### config.mk
export PLATFORM = sky130hd
export DESIGN_NAME = isr_regs
export DESIGN_NICKNAME = d
export VERILOG_FILES = /design/src/rtl/isr_pkg.sv /design/src/rtl/isr_filt_counter.sv /design/src/rtl/isr_regen_map.sv /design/src/rtl/isr_regs.sv
export SDC_FILE = /design/constraint.sdc
export NUM_CORES = 1
export LEC_CHECK = 0
export ABC_CLOCK_PERIOD_IN_PS = 7600
export BUFFER_PORTS_ARGS = -buffer_cell sky130_fd_sc_hd__buf_2
export CAP_MARGIN = 40
export CORE_AREA = 2 2 165 167
export CTS_CLUSTER_SIZE = 20
export DETAILED_ROUTE_END_ITERATION = 7
export DIE_AREA = 0 0 167 169
export SLEW_MARGIN = 20
export SYNTH_ARGS = -nofsm -noshare
export SYNTH_HDL_FRONTEND = slang
export SYNTH_SLANG_ARGS = --single-unit
### constraint.sdc
create_clock -name hclk -period 7.6 [get_ports hclk]
set_clock_uncertainty 0.2 [all_clocks]
set_input_delay 1.14 -clock hclk [delete_from_list [all_inputs] [get_ports hclk]]
set_output_delay 1.14 -clock hclk [all_outputs]
set_load 0.03 [all_outputs]
### src/rtl/isr_pkg.sv
package isr_pkg;

    // ==========================================================
    // register indexes (byte address is four times the index)
    localparam logic [15:0] IDX_RATE_STATUS  = 16'h184C;
    localparam logic [15:0] IDX_RATE_RD_DATA = 16'h184E;
    localparam logic [15:0] IDX_FILT_CNT_P0  = 16'h1850;
    localparam logic [15:0] IDX_FILT_CNT_P1  = 16'h1851;
    localparam logic [15:0] IDX_FILT_CNT_P2  = 16'h1852;
    localparam logic [15:0] IDX_REGEN_P0     = 16'h1855;
    localparam logic [15:0] IDX_REGEN_P1     = 16'h1856;
    localparam int unsigned IDX_W            = 16;

    // ==========================================================
    // field layout
    localparam int unsigned PRIO_W       = 3;
    localparam int unsigned NUM_PRIO     = 8;
    localparam int unsigned REGEN_W      = 24;
    localparam int unsigned RATE_DATA_W  = 16;
    localparam int unsigned CNT_W        = 32;
    localparam int unsigned PENDING_BIT  = 0;

    // ==========================================================
    // reset values
    localparam logic [31:0] CNT_RESET     = 32'h0000_0000;
    localparam logic [31:0] CNT_MAX       = 32'hFFFF_FFFF;
    localparam logic [15:0] RATE_RD_RESET = 16'h0000;
    localparam logic [23:0] REGEN_RESET   = 24'hFAC688;  // field n holds n

    // ==========================================================
    // bus encodings
    localparam logic [1:0]  HTRANS_IDLE   = 2'h0;
    localparam logic [1:0]  HRESP_OKAY    = 2'h0;

    // ==========================================================
    // carriers
    typedef struct packed {
        logic               valid;   // one-cycle packet strobe
        logic [PRIO_W-1:0]  prio;    // vlan priority
    } isr_pkt_t;

    typedef struct packed {
        logic filtered;              // dropped by an ingress filter
        logic bcast_throttle;        // dropped by broadcast throttling
    } isr_drop_t;

endpackage : isr_pkg

### src/rtl/isr_filt_counter.sv
`timescale 1ns/1ps
module isr_filt_counter (
    input  wire logic                        hclk,     // core clock
    input  wire logic                        hresetn,  // async reset, low
    input  wire logic                        ce,       // clock enable
    input  wire logic                        inc,      // one filtered packet
    input  wire logic                        clr,      // clearing read
    output logic [isr_pkg::CNT_W-1:0]        count     // current value
);

    // ==========================================================
    // saturating count, clear on read
    // an event in the clearing cycle survives as a count of one
    always_ff @(posedge hclk or negedge hresetn) begin
        if (!hresetn) begin
            count <= isr_pkg::CNT_RESET;
        end else if (ce) begin
            if (clr) begin
                count <= inc ? isr_pkg::CNT_W'(1) : isr_pkg::CNT_RESET;
            end else if (inc && count != isr_pkg::CNT_MAX) begin
                count <= count + isr_pkg::CNT_W'(1);
            end
        end
    end
endmodule : isr_filt_counter

### src/rtl/isr_regen_map.sv
`timescale 1ns/1ps
module isr_regen_map (
    input  wire logic                          hclk,      // core clock
    input  wire logic                          hresetn,   // async reset, low
    input  wire logic                          ce,        // clock enable
    input  wire logic [isr_pkg::REGEN_W-1:0]   table_bits,// eight 3-bit fields
    input  wire isr_pkg::isr_pkt_t             pkt_in,    // received priority
    output isr_pkg::isr_pkt_t                  pkt_out    // regenerated priority
);

    logic [isr_pkg::PRIO_W-1:0] next_prio;

    // ==========================================================
    // pick field n for priority n
    always_comb begin
        next_prio = table_bits[pkt_in.prio*isr_pkg::PRIO_W +: isr_pkg::PRIO_W];
    end

    // registered so queue selection sees a clean value
    always_ff @(posedge hclk or negedge hresetn) begin
        if (!hresetn) begin
            pkt_out <= '0;
        end else if (ce) begin
            pkt_out.valid <= pkt_in.valid;
            pkt_out.prio  <= pkt_in.valid ? next_prio : pkt_out.prio;
        end
    end
endmodule : isr_regen_map

### src/rtl/isr_regs.sv
// Summary of operation
// - rate read data shows fetched table entry in bits 15:0, upper bits zero
// - pending flag set while a rate command runs, cleared on completion
// - one 32-bit filtered counter per port, plus one per filtered packet
// - counter 0 counts host MAC side, counters 1 and 2 network ports
// - broadcast throttling drops are counted as filtered
// - ingress rate limiting drops are not counted here
// - reading a counter returns its value then clears it; zero after reset
// - counters stop at all ones instead of wrapping
// - regen table: eight 3-bit fields, bits 31:24 reserved read-only
// - each packet's priority is replaced by its table field for queueing
// - after reset each table field equals its own index
`timescale 1ns/1ps
module isr_regs #(
    parameter int unsigned NUM_PORTS       = 3,   // counted ports
    parameter int unsigned NUM_REGEN_PORTS = 2    // ports with a regen table
) (
    input  wire logic                                  hclk,             // core clock
    input  wire logic                                  hresetn,          // async reset, low
    input  wire logic                                  ce,               // clock enable
    input  wire logic                                  hsel,             // slave select
    input  wire logic [31:0]                           haddr,            // byte address
    input  wire logic [1:0]                            htrans,           // transfer type
    input  wire logic                                  hwrite,           // write when high
    input  wire logic [2:0]                            hsize,            // word only
    input  wire logic [31:0]                           hwdata,           // write data
    input  wire logic                                  hready,           // bus ready
    output logic                                       hreadyout,        // slave ready
    output logic [31:0]                                hrdata,           // read data
    output logic [1:0]                                 hresp,            // always okay
    input  wire logic                                  rate_cmd_start,   // command issued
    input  wire logic                                  rate_cmd_done,    // command finished
    input  wire logic [isr_pkg::RATE_DATA_W-1:0]       rate_table_data,  // fetched entry
    output logic                                       rate_cmd_pending, // command running
    input  wire isr_pkg::isr_drop_t [NUM_PORTS-1:0]    drop_ev,          // per-port drops
    input  wire isr_pkg::isr_pkt_t [NUM_REGEN_PORTS-1:0] rx_pkt,         // received prio
    output isr_pkg::isr_pkt_t [NUM_REGEN_PORTS-1:0]    regen_pkt         // regenerated prio
);

    // ==========================================================
    // elaboration checks
    // only three counter and two table addresses exist
    if (NUM_PORTS < 1 || NUM_PORTS > 3) begin : g_bad_ports
        $error("NUM_PORTS must be 1 to 3");
    end
    if (NUM_REGEN_PORTS < 1 || NUM_REGEN_PORTS > 2) begin : g_bad_regen
        $error("NUM_REGEN_PORTS must be 1 or 2");
    end

    // ==========================================================
    // declarations
    localparam logic [15:0] CNT_IDX [3]   = '{isr_pkg::IDX_FILT_CNT_P0,
                                              isr_pkg::IDX_FILT_CNT_P1,
                                              isr_pkg::IDX_FILT_CNT_P2};
    localparam logic [15:0] REGEN_IDX [2] = '{isr_pkg::IDX_REGEN_P0,
                                              isr_pkg::IDX_REGEN_P1};

    logic                              addr_ok;
    logic [isr_pkg::IDX_W-1:0]         addr_idx;
    logic                              acc_take;
    logic                              rd_take;
    logic                              wr_take;
    logic                              wr_dphase;
    logic [isr_pkg::IDX_W-1:0]         wr_idx;
    logic [isr_pkg::RATE_DATA_W-1:0]   rate_rd_data;
    logic [NUM_PORTS-1:0]              cnt_inc;
    logic [NUM_PORTS-1:0]              cnt_clr;
    logic [isr_pkg::CNT_W-1:0]         cnt_val   [NUM_PORTS];
    logic [isr_pkg::REGEN_W-1:0]       regen_tbl [NUM_REGEN_PORTS];
    logic [31:0]                       next_rdata;

    // ==========================================================
    // bus handshake
    // zero wait states; a low clock enable stalls the bus instead of
    // letting a transfer slip past frozen state
    assign hreadyout = ce;
    assign hresp     = isr_pkg::HRESP_OKAY;

    // word-aligned decode of the index field
    always_comb begin
        addr_idx = haddr[isr_pkg::IDX_W+1:2];
        addr_ok  = (haddr[31:isr_pkg::IDX_W+2] == '0) && (haddr[1:0] == 2'h0);
    end

    assign acc_take = hsel && hready && ce && (htrans != isr_pkg::HTRANS_IDLE) && htrans[1];
    assign rd_take  = acc_take && !hwrite;
    assign wr_take  = acc_take && hwrite;

    // write address phase is held until its data phase closes
    always_ff @(posedge hclk or negedge hresetn) begin
        if (!hresetn) begin
            wr_dphase <= 1'b0;
            wr_idx    <= '0;
        end else if (ce) begin
            wr_dphase <= wr_take && addr_ok;
            wr_idx    <= wr_take ? addr_idx : wr_idx;
        end
    end

    // ==========================================================
    // ingress rate table read-back
    // pending: a new start in the completing cycle keeps it set
    always_ff @(posedge hclk or negedge hresetn) begin
        if (!hresetn) begin
            rate_cmd_pending <= 1'b0;
        end else if (ce) begin
            if (rate_cmd_start) begin
                rate_cmd_pending <= 1'b1;
            end else if (rate_cmd_done) begin
                rate_cmd_pending <= 1'b0;
            end
        end
    end

    // fetched entry captured only when a running command ends
    always_ff @(posedge hclk or negedge hresetn) begin
        if (!hresetn) begin
            rate_rd_data <= isr_pkg::RATE_RD_RESET;
        end else if (ce && rate_cmd_done && rate_cmd_pending) begin
            rate_rd_data <= rate_table_data;
        end
    end

    // ==========================================================
    // per-port filtered counters
    // rate limiting drops have their own tally elsewhere and are
    // deliberately not an input here; a filtered packet that is also
    // throttled is one packet and counts once
    for (genvar p = 0; p < NUM_PORTS; p++) begin : g_cnt
        assign cnt_inc[p] = drop_ev[p].filtered || drop_ev[p].bcast_throttle;
        assign cnt_clr[p] = rd_take && addr_ok && addr_idx == CNT_IDX[p];

        isr_filt_counter u_cnt (
            .hclk    (hclk),
            .hresetn (hresetn),
            .ce      (ce),
            .inc     (cnt_inc[p]),
            .clr     (cnt_clr[p]),
            .count   (cnt_val[p])
        );
    end

    // ==========================================================
    // priority regeneration tables
    // only bits 23:0 are stored, so 31:24 cannot be written
    for (genvar t = 0; t < NUM_REGEN_PORTS; t++) begin : g_regen
        always_ff @(posedge hclk or negedge hresetn) begin
            if (!hresetn) begin
                regen_tbl[t] <= isr_pkg::REGEN_RESET;
            end else if (ce && wr_dphase && wr_idx == REGEN_IDX[t]) begin
                regen_tbl[t] <= hwdata[isr_pkg::REGEN_W-1:0];
            end
        end

        isr_regen_map u_map (
            .hclk       (hclk),
            .hresetn    (hresetn),
            .ce         (ce),
            .table_bits (regen_tbl[t]),
            .pkt_in     (rx_pkt[t]),
            .pkt_out    (regen_pkt[t])
        );
    end

    // ==========================================================
    // read mux
    // a read right behind a write to the same table sees the new
    // value, forwarded from the write data still on the bus
    always_comb begin
        next_rdata = 32'h0000_0000;
        if (addr_ok) begin
            if (addr_idx == isr_pkg::IDX_RATE_STATUS) begin
                next_rdata[isr_pkg::PENDING_BIT] = rate_cmd_pending;
            end
            if (addr_idx == isr_pkg::IDX_RATE_RD_DATA) begin
                next_rdata[isr_pkg::RATE_DATA_W-1:0] = rate_rd_data;
            end
            for (int p = 0; p < NUM_PORTS; p++) begin
                if (addr_idx == CNT_IDX[p]) begin
                    next_rdata = cnt_val[p];
                end
            end
            for (int t = 0; t < NUM_REGEN_PORTS; t++) begin
                if (addr_idx == REGEN_IDX[t]) begin
                    next_rdata[isr_pkg::REGEN_W-1:0] =
                        (wr_dphase && wr_idx == REGEN_IDX[t]) ? hwdata[isr_pkg::REGEN_W-1:0] : regen_tbl[t];
                end
            end
        end
    end

    // read data registered at the address phase edge, which is also
    // the edge that clears a counter, so the value returned is the
    // value cleared
    always_ff @(posedge hclk or negedge hresetn) begin
        if (!hresetn) begin
            hrdata <= 32'h0000_0000;
        end else if (rd_take) begin
            hrdata <= next_rdata;
        end
    end

    logic                      chk_rd_rate;
    logic                      chk_rd_regen;
    logic                      chk_rd_cnt1;
    assign chk_rd_rate  = rd_take && addr_ok && addr_idx == isr_pkg::IDX_RATE_RD_DATA;
    assign chk_rd_regen = rd_take && addr_ok && addr_idx == isr_pkg::IDX_REGEN_P0;
    assign chk_rd_cnt1  = rd_take && addr_ok && addr_idx == isr_pkg::IDX_FILT_CNT_P1;
endmodule : isr_regs

==> out/metrics.yaml, run 1 <==
outcome: "finished clean"
endpoint_kind: "flip-flop"
drive_above_1_share_pct: 26.0
ys.flop_type: "dfrtp_1"
power_density_nw_per_um2: 204
first_global_vias: 9004
cts_tree: "built"
peakVddDrop_uv: 173
ant_nets: 0
fin_ws_ns: 3.50
syn_inst: 1139
ys_top_cells_by_area: "dfrtp_1, mux2_2, mux2i_1"
yosys-top-cells-count: "dfrtp_1, nor2_1, nand2_1"
p_leak_nw: 6.04
r2r_slack_ns: 4.58
num_vias: 9438
ys_async_sr_fraction_pct: 100
ctsHoldBuffers: 0
crit_fanout: 30
clockBufferDepth: 3
grt_use_met3_pct: 3.25
grt_max_degree: 77
nFillCells: 2464
drtIter0Drc: 725
grt-ovfl-total: 0
antenna_cells: 0
start_util_pct: 44.4
num_io_pins: 151
htree_levels: 1
grt.busiest_layer: "met2"
hpwl_microns: 23900
dieWidth_microns: 167
port_buffers: 136
rsz0062_at_grt: "false"
met2_usage_pct: 35.5
yosysWarnings: 0
fin_nets: 1368
synth_seq_cells: 218
placed_cells: 1569
wl_per_cell_microns: 20.5
crit_type: "input pin to flip-flop"
post_synth_num_cell_types: 65
final_cell_area_sq_um: 13600
grt.total_usage_pct: 23.1
synth_edf_count: 0
post_cts_buffers: 0
fin_hold_ws_ns: 0.276
yosysTopAreaCell: "dfrtp_1"
worstSetupStartpointType: "input pin"
cts_sinks: 218
dieArea_sq_um: 28200
ctsResizeCount: 0
arrival_ns: 4.28
pre_cts_slack_ns: 2.99
total_power_mw: 2.79
path_clk_slew_ns: 0.06
root_buffer: "clkbuf_16"
gp_congestion: 0.841
grt_pass1_wl_microns: 51600
period_share_pct: 53.9
core_area_sq_um: 26500
grtUsageMet1_pct: 34.6
via_per_inst: 5.83
layout.cells.non_filler: 1618
cp.required_ns: 7.78
syn_area_per_cell_sq_um: 10.3
hold_path.class: "flip-flop to flip-flop"
synth_most_common_cell: "dfrtp_1"
rows: 60
fin_tns_setup_ns: 0
ys_seq_area_share_pct: 46.6
chipHeight_microns: 169
synthesis.area_sq_um: 11800
slew_headroom_pct: 42.7
routed_wl_microns: 33100
grt_antenna_before_repair: 0
maxCapViolCount: 0
clkLatencyLatePin_ns: 0.53
dr.pass1.iters: 6
max_freq_mhz: 244
synth_top_area_share_pct: 41.3
drc: 0
cts_buffers: 26
tightest_slew_ns: 0.858
period_minus_slack_ns: 4.10
area_growth_pct: 15.9
slew_viol_final: 0
setup_violations: 0
final_util_pct: 51.5
placed_cell_area_sq_um: 12800
hold_viol_final: 0
==> report_power, final <==
part           switching, mW  internal (mW)  leakage, nW  total, mW
logic                  0.130          0.110         2.77      0.240
clock network          0.498          0.725        0.420       1.22
registers             0.0843           1.24         2.85       1.33
==> final timing paths <==
path	cells after the start	end	startpoint
max in group asynchronous	3	regen_tbl[3]$_DFFE_PN1P_	hresetn
hold / removal	2	g_regen[1].u_map.pkt_out[2]$_DFFE_PN0P_	g_regen[1].u_map.pkt_out[2]$_DFFE_PN0P_
setup / recovery	6	g_cnt[0].u_cnt.count[17]$_DFFE_PN0P_	haddr[15]
min in group asynchronous	1	g_cnt[1].u_cnt.count[24]$_DFFE_PN0P_	hresetn
hold reg to reg	2	g_regen[1].u_map.pkt_out[2]$_DFFE_PN0P_	g_regen[1].u_map.pkt_out[2]$_DFFE_PN0P_
setup reg to reg	7	regen_tbl[2]$_DFFE_PN0P_	wr_idx[7]$_DFFE_PN0P_
==> kinds of logic (layout without fill, tap and decap cells) <==
group | after synthesis | count (layout) | share of synthesized area (%)
AOI/OAI and AO/OA | 167 | 167 | 10.1
and+or+nand+nor | 444 | 444 | 19.2
adders and majority gates | 3 | 3 | 0.319
muxes | 157 | 157 | 15.5
buffers and inverters | 76 | 213 | 2.85
xor gates and xnor gates | 73 | 73 | 5.43
other | 1 | 2 | 0.0319
DFF | 218 | 218 | 46.6
==> sequential cells by signal (all words and copies together) (netlist names) <==
signal                 count
regen_tbl                 48
rate_rd_data              16
wr_dphase                  1
wr_idx                    16
g_cnt.u_cnt.count         96
rate_cmd_pending           1
g_regen.u_map.pkt_out      8
hrdata                    32
==> worst max-delay path, cell delays in order <==
cell and delay (ns):
buf_2 0.10, nor4b_1 0.72, nand4_1 0.82, nor3_2 0.68
and2_2 0.68, nor2_1 0.11
==> placed cells by master, fill, tap and decap left out, types with 5 or more instances in the layout <==
| cell | Yosys | layout |
|---|---|---|
| buf_2 | 16 | 135 |
| inv_1 | 13 | 13 |
| clkbuf_16 | 0 | 27 |
| and4_1 | 12 | 12 |
| a22oi_1 | 15 | 15 |
| o211ai_1 | 25 | 25 |
| clkbuf_8 | 0 | 8 |
| mux2_2 | 80 | 80 |
| nand3_1 | 56 | 56 |
| clkinv_2 | 0 | 5 |
| nor3_1 | 17 | 17 |
| dfrtp_1 | 194 | 194 |
| nor2_1 | 132 | 132 |
| dfstp_2 | 24 | 24 |
| nor4_1 | 13 | 13 |
| and2_1 | 8 | 7 |
| xnor2_1 | 14 | 14 |
| nand4_1 | 37 | 37 |
| and3_1 | 22 | 22 |
| buf_4 | 4 | 10 |
| mux2i_1 | 65 | 65 |
| a21oi_1 | 33 | 33 |
| a221o_1 | 16 | 16 |
| o21ai_0 | 38 | 38 |
| a211o_1 | 8 | 8 |
| or3_1 | 16 | 16 |
| nand2_1 | 88 | 88 |
| xor2_1 | 59 | 59 |
| clkbuf_1 | 39 | 5 |
| a222oi_1 | 8 | 8 |
| mux4_2 | 12 | 12 |
| o32a_1 | 8 | 8 |
==> final cells by class <==
type	count	area [sq um]	share of cell area (%)
clock buffers	40	805	5.90
well taps	341	427	3.13
inverters	13	48.8	0.358
repair buffers	153	865	6.34
multi-input cells	846	5970	43.8
clock inverters	7	41.3	0.303
flip-flops and latches	218	5490	40.2
==> layer usage <==
layer	vias to the layer above	part of all wire, %	wire length, microns
met4	0	2.5	814
li1	4420	-	-
met5	-	0	0
met1	4679	46	15300
met2	295	45	14800
met3	44	6.5	2150
Power figures use the tool's default switching activity.
==> inputs of run 2 (changes only) <==
ABC_AREA = 1   (was unset)
ABC_CLOCK_PERIOD_IN_PS = 3950   (was 7600)
CORE_AREA = 2 2 182 184   (was 2 2 165 167)
DIE_AREA = 0 0 184 186   (was 0 0 167 169)
clock period = 3.95 ns   (was 7.6 ns; I/O delays follow)
==> run 2 against run 1 <==
Effect of this change: highest routed layer is now met5; register-to-register slack worse by 3.5 ns; worst setup slack worse by 2.5 ns; sequential power up 98%; design area up 19%; synthesized area up 22%; count of clock-buffer cells in the layout up 5; sequential cell count unchanged.
==> out/metrics.yaml, run 2 <==
num_io_pins: 151  # unchanged
placed_cells: 2588  # +65%
grt_antenna_before_repair: 1  # +1
cp.required_ns: 4.19  # -3.59 ns
yosysTopAreaCell: "dfrtp_1"
antenna_cells: 0  # unchanged
clockBufferDepth: 3  # unchanged
synth_seq_cells: 218  # unchanged
synth_top_area_share_pct: 33.9  # -7.4 points
area_growth_pct: 13.2
nFillCells: 3307  # +34%
synthesis.area_sq_um: 14300  # +22%
cts_sinks: 218  # unchanged
grt-ovfl-total: 0  # unchanged
tightest_slew_ns: 0.702  # -0.157 ns
num_vias: 14200  # +50%
outcome: "finished clean"
htree_levels: 1  # unchanged
endpoint_kind: "flip-flop"
syn_inst: 2104  # +85%
critPathBufInv: 2  # +1
rows: 66  # +10%
final_cell_mix: "nand2_1, inv_1, nor2_1"
synth_most_common_cell: "nand2_1"
final_util_pct: 50.3  # -1.1 points
p_leak_nw: 7.92  # +31%
multiInputGateArea_sq_um: 7510  # +26%
core_area_sq_um: 32200  # +22%
worstSetupStartpointType: "flip-flop"
post_synth_num_cell_types: 51  # -22%
ys_async_sr_fraction_pct: 100  # unchanged
post_cts_buffers: 0  # unchanged
ant_nets: 0  # unchanged
cts_buffers: 28  # +7.7%
cts_tree: "built"
crit_type: "flip-flop to flip-flop"
dieArea_sq_um: 34200  # +21%
slew_viol_final: 0  # unchanged
cpLargestDelayFamily: "simple AND/OR/NAND/NOR gates"
setup_violations: 0  # unchanged
largest_register: "g_cnt.u_cnt.count"
synth_edf_count: 0  # unchanged
arrival_ns: 3.15  # -1.13 ns
reg.largest.list: "g_cnt.u_cnt.count: 96 flops, regen_tbl: 48 flops, hrdata: 32 flops"
period_share_pct: 73.6
ys_top_cells_by_area: "dfrtp_1, nand2_1, nand3_1"
port_buffers: 136  # unchanged
ys_seq_area_share_pct: 38.3  # -8.3 points
slew_headroom_pct: 53.2  # +10 points
final_cell_area_sq_um: 16200  # +19%
dr.pass1.iters: 5  # -1
hpwl_microns: 35100  # +47%
crit_fanout: 27  # -10%
fin_nets: 2323  # +70%
r2r_slack_ns: 1.04  # -3.54 ns
syn_area_per_cell_sq_um: 6.81  # -34%
hold_path.class: "input pin to flip-flop"
layout.cells.non_filler: 2643  # +63%
crit_slowest_cell: "dfrtp_1"
hold_viol_final: 0  # unchanged
path_clk_slew_ns: 0.06  # about the same
wl_per_cell_microns: 17.8  # -13%
maxCapViolCount: 0  # unchanged
fin_tns_setup_ns: 0  # unchanged
grt.total_usage_pct: 28.0  # +4.9 points
via_per_inst: 5.36  # -8.2%
cp_common_cell: "nand2_2"
total_power_mw: 5.99  # +110%
period_minus_slack_ns: 2.91
dieWidth_microns: 184  # +10%
drive_above_1_share_pct: 13.4  # -13 points
routed_wl_microns: 47000  # +42%
drc: 0  # unchanged
yosysWarnings: 0  # unchanged
power_density_nw_per_um2: 370  # +81%
largest_register_ff_count: 96  # unchanged
grt_max_degree: 79  # +2.6%
ys.flop_type: "dfrtp_1"
gp_congestion: 0.955  # +14%
grt_pass1_wl_microns: 74700  # +45%
crit_path_cell_trace: "ha_1, nand2_1, inv_2, nand2_2, nor2_1, nand3_1, nor2_1, nand4_1, nand2_2, nand2_2, buf_12, nand2_1, o21ai_1"
rsz0062_at_grt: "false"
max_freq_mhz: 344
first_global_vias: 13400  # +49%
clkLatencyLatePin_ns: 0.57  # +0.04 ns
seqCellArea_sq_um: 5490  # unchanged
root_buffer: "clkbuf_16"
start_util_pct: 44.5  # +0.059 points
peakVddDrop_uv: 356  # +110%
cp_slowest_stage_delay_ns: 0.40  # -0.42 ns
chipHeight_microns: 186  # +10%
final_common_cell: "nand2_1"
drtIter0Drc: 1203  # +66%
yosys-top-cells-count: "nand2_1, inv_1, nor2_1"
placed_cell_area_sq_um: 15200  # +19%
==> run 2: cell count changes after synthesis, moves of 22 or more <==
cell     previous run  this run
and3_1             22         0
o21ai_1             0        46
nor2_1            132       203
mux2_2             80        17
inv_1              13       208
o21ai_0            38       105
nand2_1            88       707
nor3_1             17        77
mux2i_1            65         2
nand3_1            56       186
==> run 2: layout make-up <==
cell class,count,share of cell area (%)
multi-input combinational,1581,46.4
clock inverter,7,0.525
sequential,218,33.8
inverter,218,5.06
timing repair buffer,166,5.87
clock buffer,45,5.21
tap,408,3.15
==> run 2: power by group <==
part	switching [mW]	internal (mW)	total, mW
logic	0.529	0.279	0.808
registers	0.193	2.44	2.63
clock network	1.03	1.53	2.56
==> run 2: cell families (layout without fill, tap and decap cells) <==
| logic type | count (synthesis) | count (layout) | synth area share [%] |
|---|---|---|---|
| and+or+nand+nor | 1264 | 1264 | 37.9 |
| adders and majority gates | 3 | 3 | 0.262 |
| other | 1 | 2 | 0.0262 |
| xor gates and xnor gates | 62 | 62 | 3.79 |
| DFF | 218 | 218 | 38.3 |
| muxes | 19 | 19 | 1.48 |
| AOI/OAI and AO/OA | 231 | 231 | 8.95 |
| buffers and inverters | 306 | 436 | 9.25 |
==> run 2: worst paths after layout <==
check / from / to / depth (start not counted)
worst min register to register: hrdata[15]$_DFFE_PN0P_ / hrdata[15]$_DFFE_PN0P_ / 2
min in group asynchronous: hresetn / hrdata[7]$_DFFE_PN0P_ / 2
worst min-delay path: rate_table_data[5] / rate_rd_data[5]$_DFFE_PN0P_ / 2
worst max-delay path: g_cnt[1].u_cnt.count[0]$_DFFE_PN0P_ / g_cnt[1].u_cnt.count[19]$_DFFE_PN0P_ / 13
worst max register to register: g_cnt[1].u_cnt.count[0]$_DFFE_PN0P_ / g_cnt[1].u_cnt.count[19]$_DFFE_PN0P_ / 13
max in group asynchronous: hresetn / g_cnt[0].u_cnt.count[26]$_DFFE_PN0P_ / 3
==> run 2: per-stage QoR <==
step | hold WS (ns) | worst slack [ns]
global route | 0.0542 | 0.835
detailed placement | 0.261 | 0.590
CTS | 0.0362 | 1.06
finish | 0.0540 | 1.04
floorplan | 0.0969 | 1.71
global placement | 0.260 | 0.676
==> run 2: what timing repair did <==
action	in CTS	in global routing
hold endpoints to repair	50	0
hold buffers	1	0
gates resized for setup	0	0
==> run 2: routing by layer <==
metal,routed length (microns),global-route usage (%),vias up
li1,-,-,6971
met1,21500,40.2,6640
met2,21000,44.2,474
met3,3210,3.97,71
met4,1220,7.49,2
met5,13,0,-
==> inputs of run 3 (changes only) <==
ABC_AREA = 0   (was 1)
ABC_CLOCK_PERIOD_IN_PS = 2650   (was 3950)
CORE_AREA = 2 2 165 167   (was 2 2 182 184)
DIE_AREA = 0 0 167 169   (was 0 0 184 186)
PLACE_DENSITY = 0.67   (was unset)
clock period = 2.65 ns   (was 3.95 ns; I/O delays follow)
==> run 3 against run 2 <==
Effect of this change: hold slack got worse by 0.025 ns; global-route usage shrank 3.8 points; register-to-register slack worse by 0.89 ns; non-clock buffer count rose by 94; cell count decreased by 35%; worst setup slack lost 0.89 ns; clock power up 36%; largest cell class unchanged.
==> out/metrics.yaml, run 3 (synthesized netlist as in run 1, its figures left out) <==
drive_above_1_share_pct: 27.4  # +14 points
total_power_mw: 8.07  # +35%
pre_cts_slack_ns: 0.112  # -0.478 ns
antenna_cells: 0  # unchanged
crit_slowest_cell: "dfrtp_1"
hpwl_microns: 24300  # -31%
fin_ws_ns: 0.147  # -0.895 ns
combinationalPowerShare_pct: 9.9  # -3.6 points
hold_path.class: "input pin to flip-flop"
min_from: "rx_pkt[6]"
dr.pass1.iters: 6  # +1
min_path_cells: 3  # +1
p_leak_nw: 6.56  # -17%
rsz0062_at_grt: "false"
arrival_ns: 2.75  # -0.40 ns
area_growth_pct: 25.2
cp.required_ns: 2.90  # -1.29 ns
cts_tree: "built"
reg.largest.list: "g_cnt.u_cnt.count: 96 flops, regen_tbl: 48 flops, hrdata: 32 flops"
clkLatencyLatePin_ns: 0.55  # -0.02 ns
grt.total_usage_pct: 24.2  # -3.8 points
grt_pass1_wl_microns: 54800  # -27%
maxCapViolCount: 0  # unchanged
post_cts_buffers: 0  # unchanged
final_common_cell: "dfrtp_1"
hold_path_end: "g_regen[1].u_map.pkt_out[1]$_DFFE_PN0P_"
worstReg2RegEnd: "g_cnt[2].u_cnt.count[28]$_DFFE_PN0P_"
crit_fanout: 7  # -74%
ant_nets: 0  # unchanged
grt-ovfl-total: 0  # unchanged
critPathBufInv: 1  # -1
drc: 0  # unchanged
num_vias: 10100  # -29%
final_util_pct: 55.6  # +5.3 points
fin_nets: 1475  # -37%
max_freq_mhz: 399  # +16%
dieWidth_microns: 167  # -9.2%
seqPwrFrac_pct: 47.1  # +3.2 points
r2r_cells: 7  # -6
r2r_slack_ns: 0.15  # -0.89 ns
num_io_pins: 151  # unchanged
dieArea_sq_um: 28200  # -18%
cp_slowest_stage_delay_ns: 0.44  # +0.04 ns
switchingPower_mw: 2.06  # +18%
port_buffers: 136  # unchanged
fin_tns_setup_ns: 0  # unchanged
core_area_sq_um: 26500  # -18%
period_share_pct: 94.5  # +21 points
swShare_pct: 25.6  # -3.7 points
grt_antenna_before_repair: 0  # -1
setup_violations: 0  # unchanged
grt_max_degree: 72  # -8.9%
path_clk_slew_ns: 0.06  # about the same
root_buffer: "clkbuf_16"
wl_per_cell_microns: 20.0  # +12%
via_per_inst: 5.85  # +9.2%
period_minus_slack_ns: 2.50  # -0.405 ns
tightest_slew_ns: 0.713  # +0.0110 ns
crit_type: "flip-flop to flip-flop"
outcome: "finished clean"
drtIter0Drc: 696  # -42%
largest_register_ff_count: 96  # unchanged
p_int_mw: 6.01  # +42%
power_density_nw_per_um2: 548  # +48%
cpLargestDelayFamily: "simple AND/OR/NAND/NOR gates"
rows: 60  # -9.1%
crit_path_cell_trace: "nand4_1, nor4_1, buf_4, and2_1, nand3_1, or3_1, a21oi_1"
routed_wl_microns: 34400  # -27%
worstSetupStartpointType: "flip-flop"
clockBufferDepth: 3  # unchanged
chipHeight_microns: 169  # -9.1%
r2r-start: "g_cnt[2].u_cnt.count[9]$_DFFE_PN0P_"
htree_levels: 1  # unchanged
cts_buffers: 26  # -7.1%
final_cell_mix: "dfrtp_1, buf_2, nor2_1"
slew_headroom_pct: 52.4  # -0.80 points
gp_congestion: 0.870  # -8.9%
clkPwrFrac_pct: 43.0  # +0.3 points
cts_sinks: 218  # unchanged
slew_viol_final: 0  # unchanged
endpoint_kind: "flip-flop"
hold_viol_final: 0  # unchanged
peakVddDrop_uv: 461  # +29%
first_global_vias: 10000  # -25%
largest_register: "g_cnt.u_cnt.count"
start_util_pct: 44.4  # -0.059 points
-- run 3: cell types whose count changed in the layout (fill, tap and decap cells not counted), sizes merged, moves of 80 or more --
cell | previous run | this run
o21ai | 156 | 38
nor2 | 215 | 135
inv | 217 | 13
nand2 | 718 | 89
nand3 | 188 | 58
-- run 3: through the flow --
stage,cell area [sq um],cells,hold WS [ns]
6_report,14700,1724,0.0290
5_1_grt,14700,1724,0.0778
4_1_cts,14700,1724,0.0205
3_5_place_dp,13300,1617,0.210
3_3_place_gp,13300,1617,0.209
2_1_floorplan,11800,1140,-0.0981
-- run 3: worst max-delay path by stage --
stage / from / cells past startpoint / slack (ns) / endpoint
floorplan: ce / 8 / 0.20 / g_cnt[0].u_cnt.count[0]$_DFFE_PN0P_
global placement: haddr[11] / 9 / 0.14 / hrdata[7]$_DFFE_PN0P_
detailed placement: haddr[28] / 6 / 0.11 / g_cnt[0].u_cnt.count[0]$_DFFE_PN0P_
CTS: haddr[11] / 10 / 0.12 / g_cnt[2].u_cnt.count[16]$_DFFE_PN0P_
global route: g_cnt[2].u_cnt.count[9]$_DFFE_PN0P_ / 7 / 0.02 / g_cnt[2].u_cnt.count[28]$_DFFE_PN0P_
finish: g_cnt[2].u_cnt.count[9]$_DFFE_PN0P_ / 7 / 0.15 / g_cnt[2].u_cnt.count[28]$_DFFE_PN0P_
-- run 3: layer usage --
| metal | GRT usage [%] | up-vias | wire length [microns] |
|---|---|---|---|
| met4 | 6.60 | 0 | 683 |
| met5 | 0 | - | 0 |
| li1 | - | 4632 | - |
| met2 | 40.4 | 331 | 16600 |
| met1 | 32.7 | 5067 | 14900 |
| met3 | 4.14 | 52 | 2200 |
-- run 3: tightest hold or removal path, cell delays in order --
cell	delay, ns
buf_2	0.12
mux2i_1	0.08
o21ai_0	0.13
-- run 3: timing repair --
item                                    4_1_cts  5_1_grt
resized for setup                             0        4
hold buffers                                 61        0
endpoints found under the setup margin        0       48
hold endpoints to repair                    151        0
-- run 3: power by group through the flow --
stage,Sequential [mW],Clock (mW),Combinational (mW)
floorplan,3.78,0,0.418
global placement,3.83,0,0.697
detailed placement,3.84,0,0.718
CTS,3.79,3.53,0.795
global route,3.83,3.66,0.885
finish,3.80,3.47,0.801
-- run 3: area by class of cell --
class,count,area [sq um]
inverter,13,48.8
sequential,218,5490
tap,341,427
multi-input combinational,846,5990
clock inverter,5,38.8
fill,2311,11800
timing repair buffer,260,1950
clock buffer,41,797
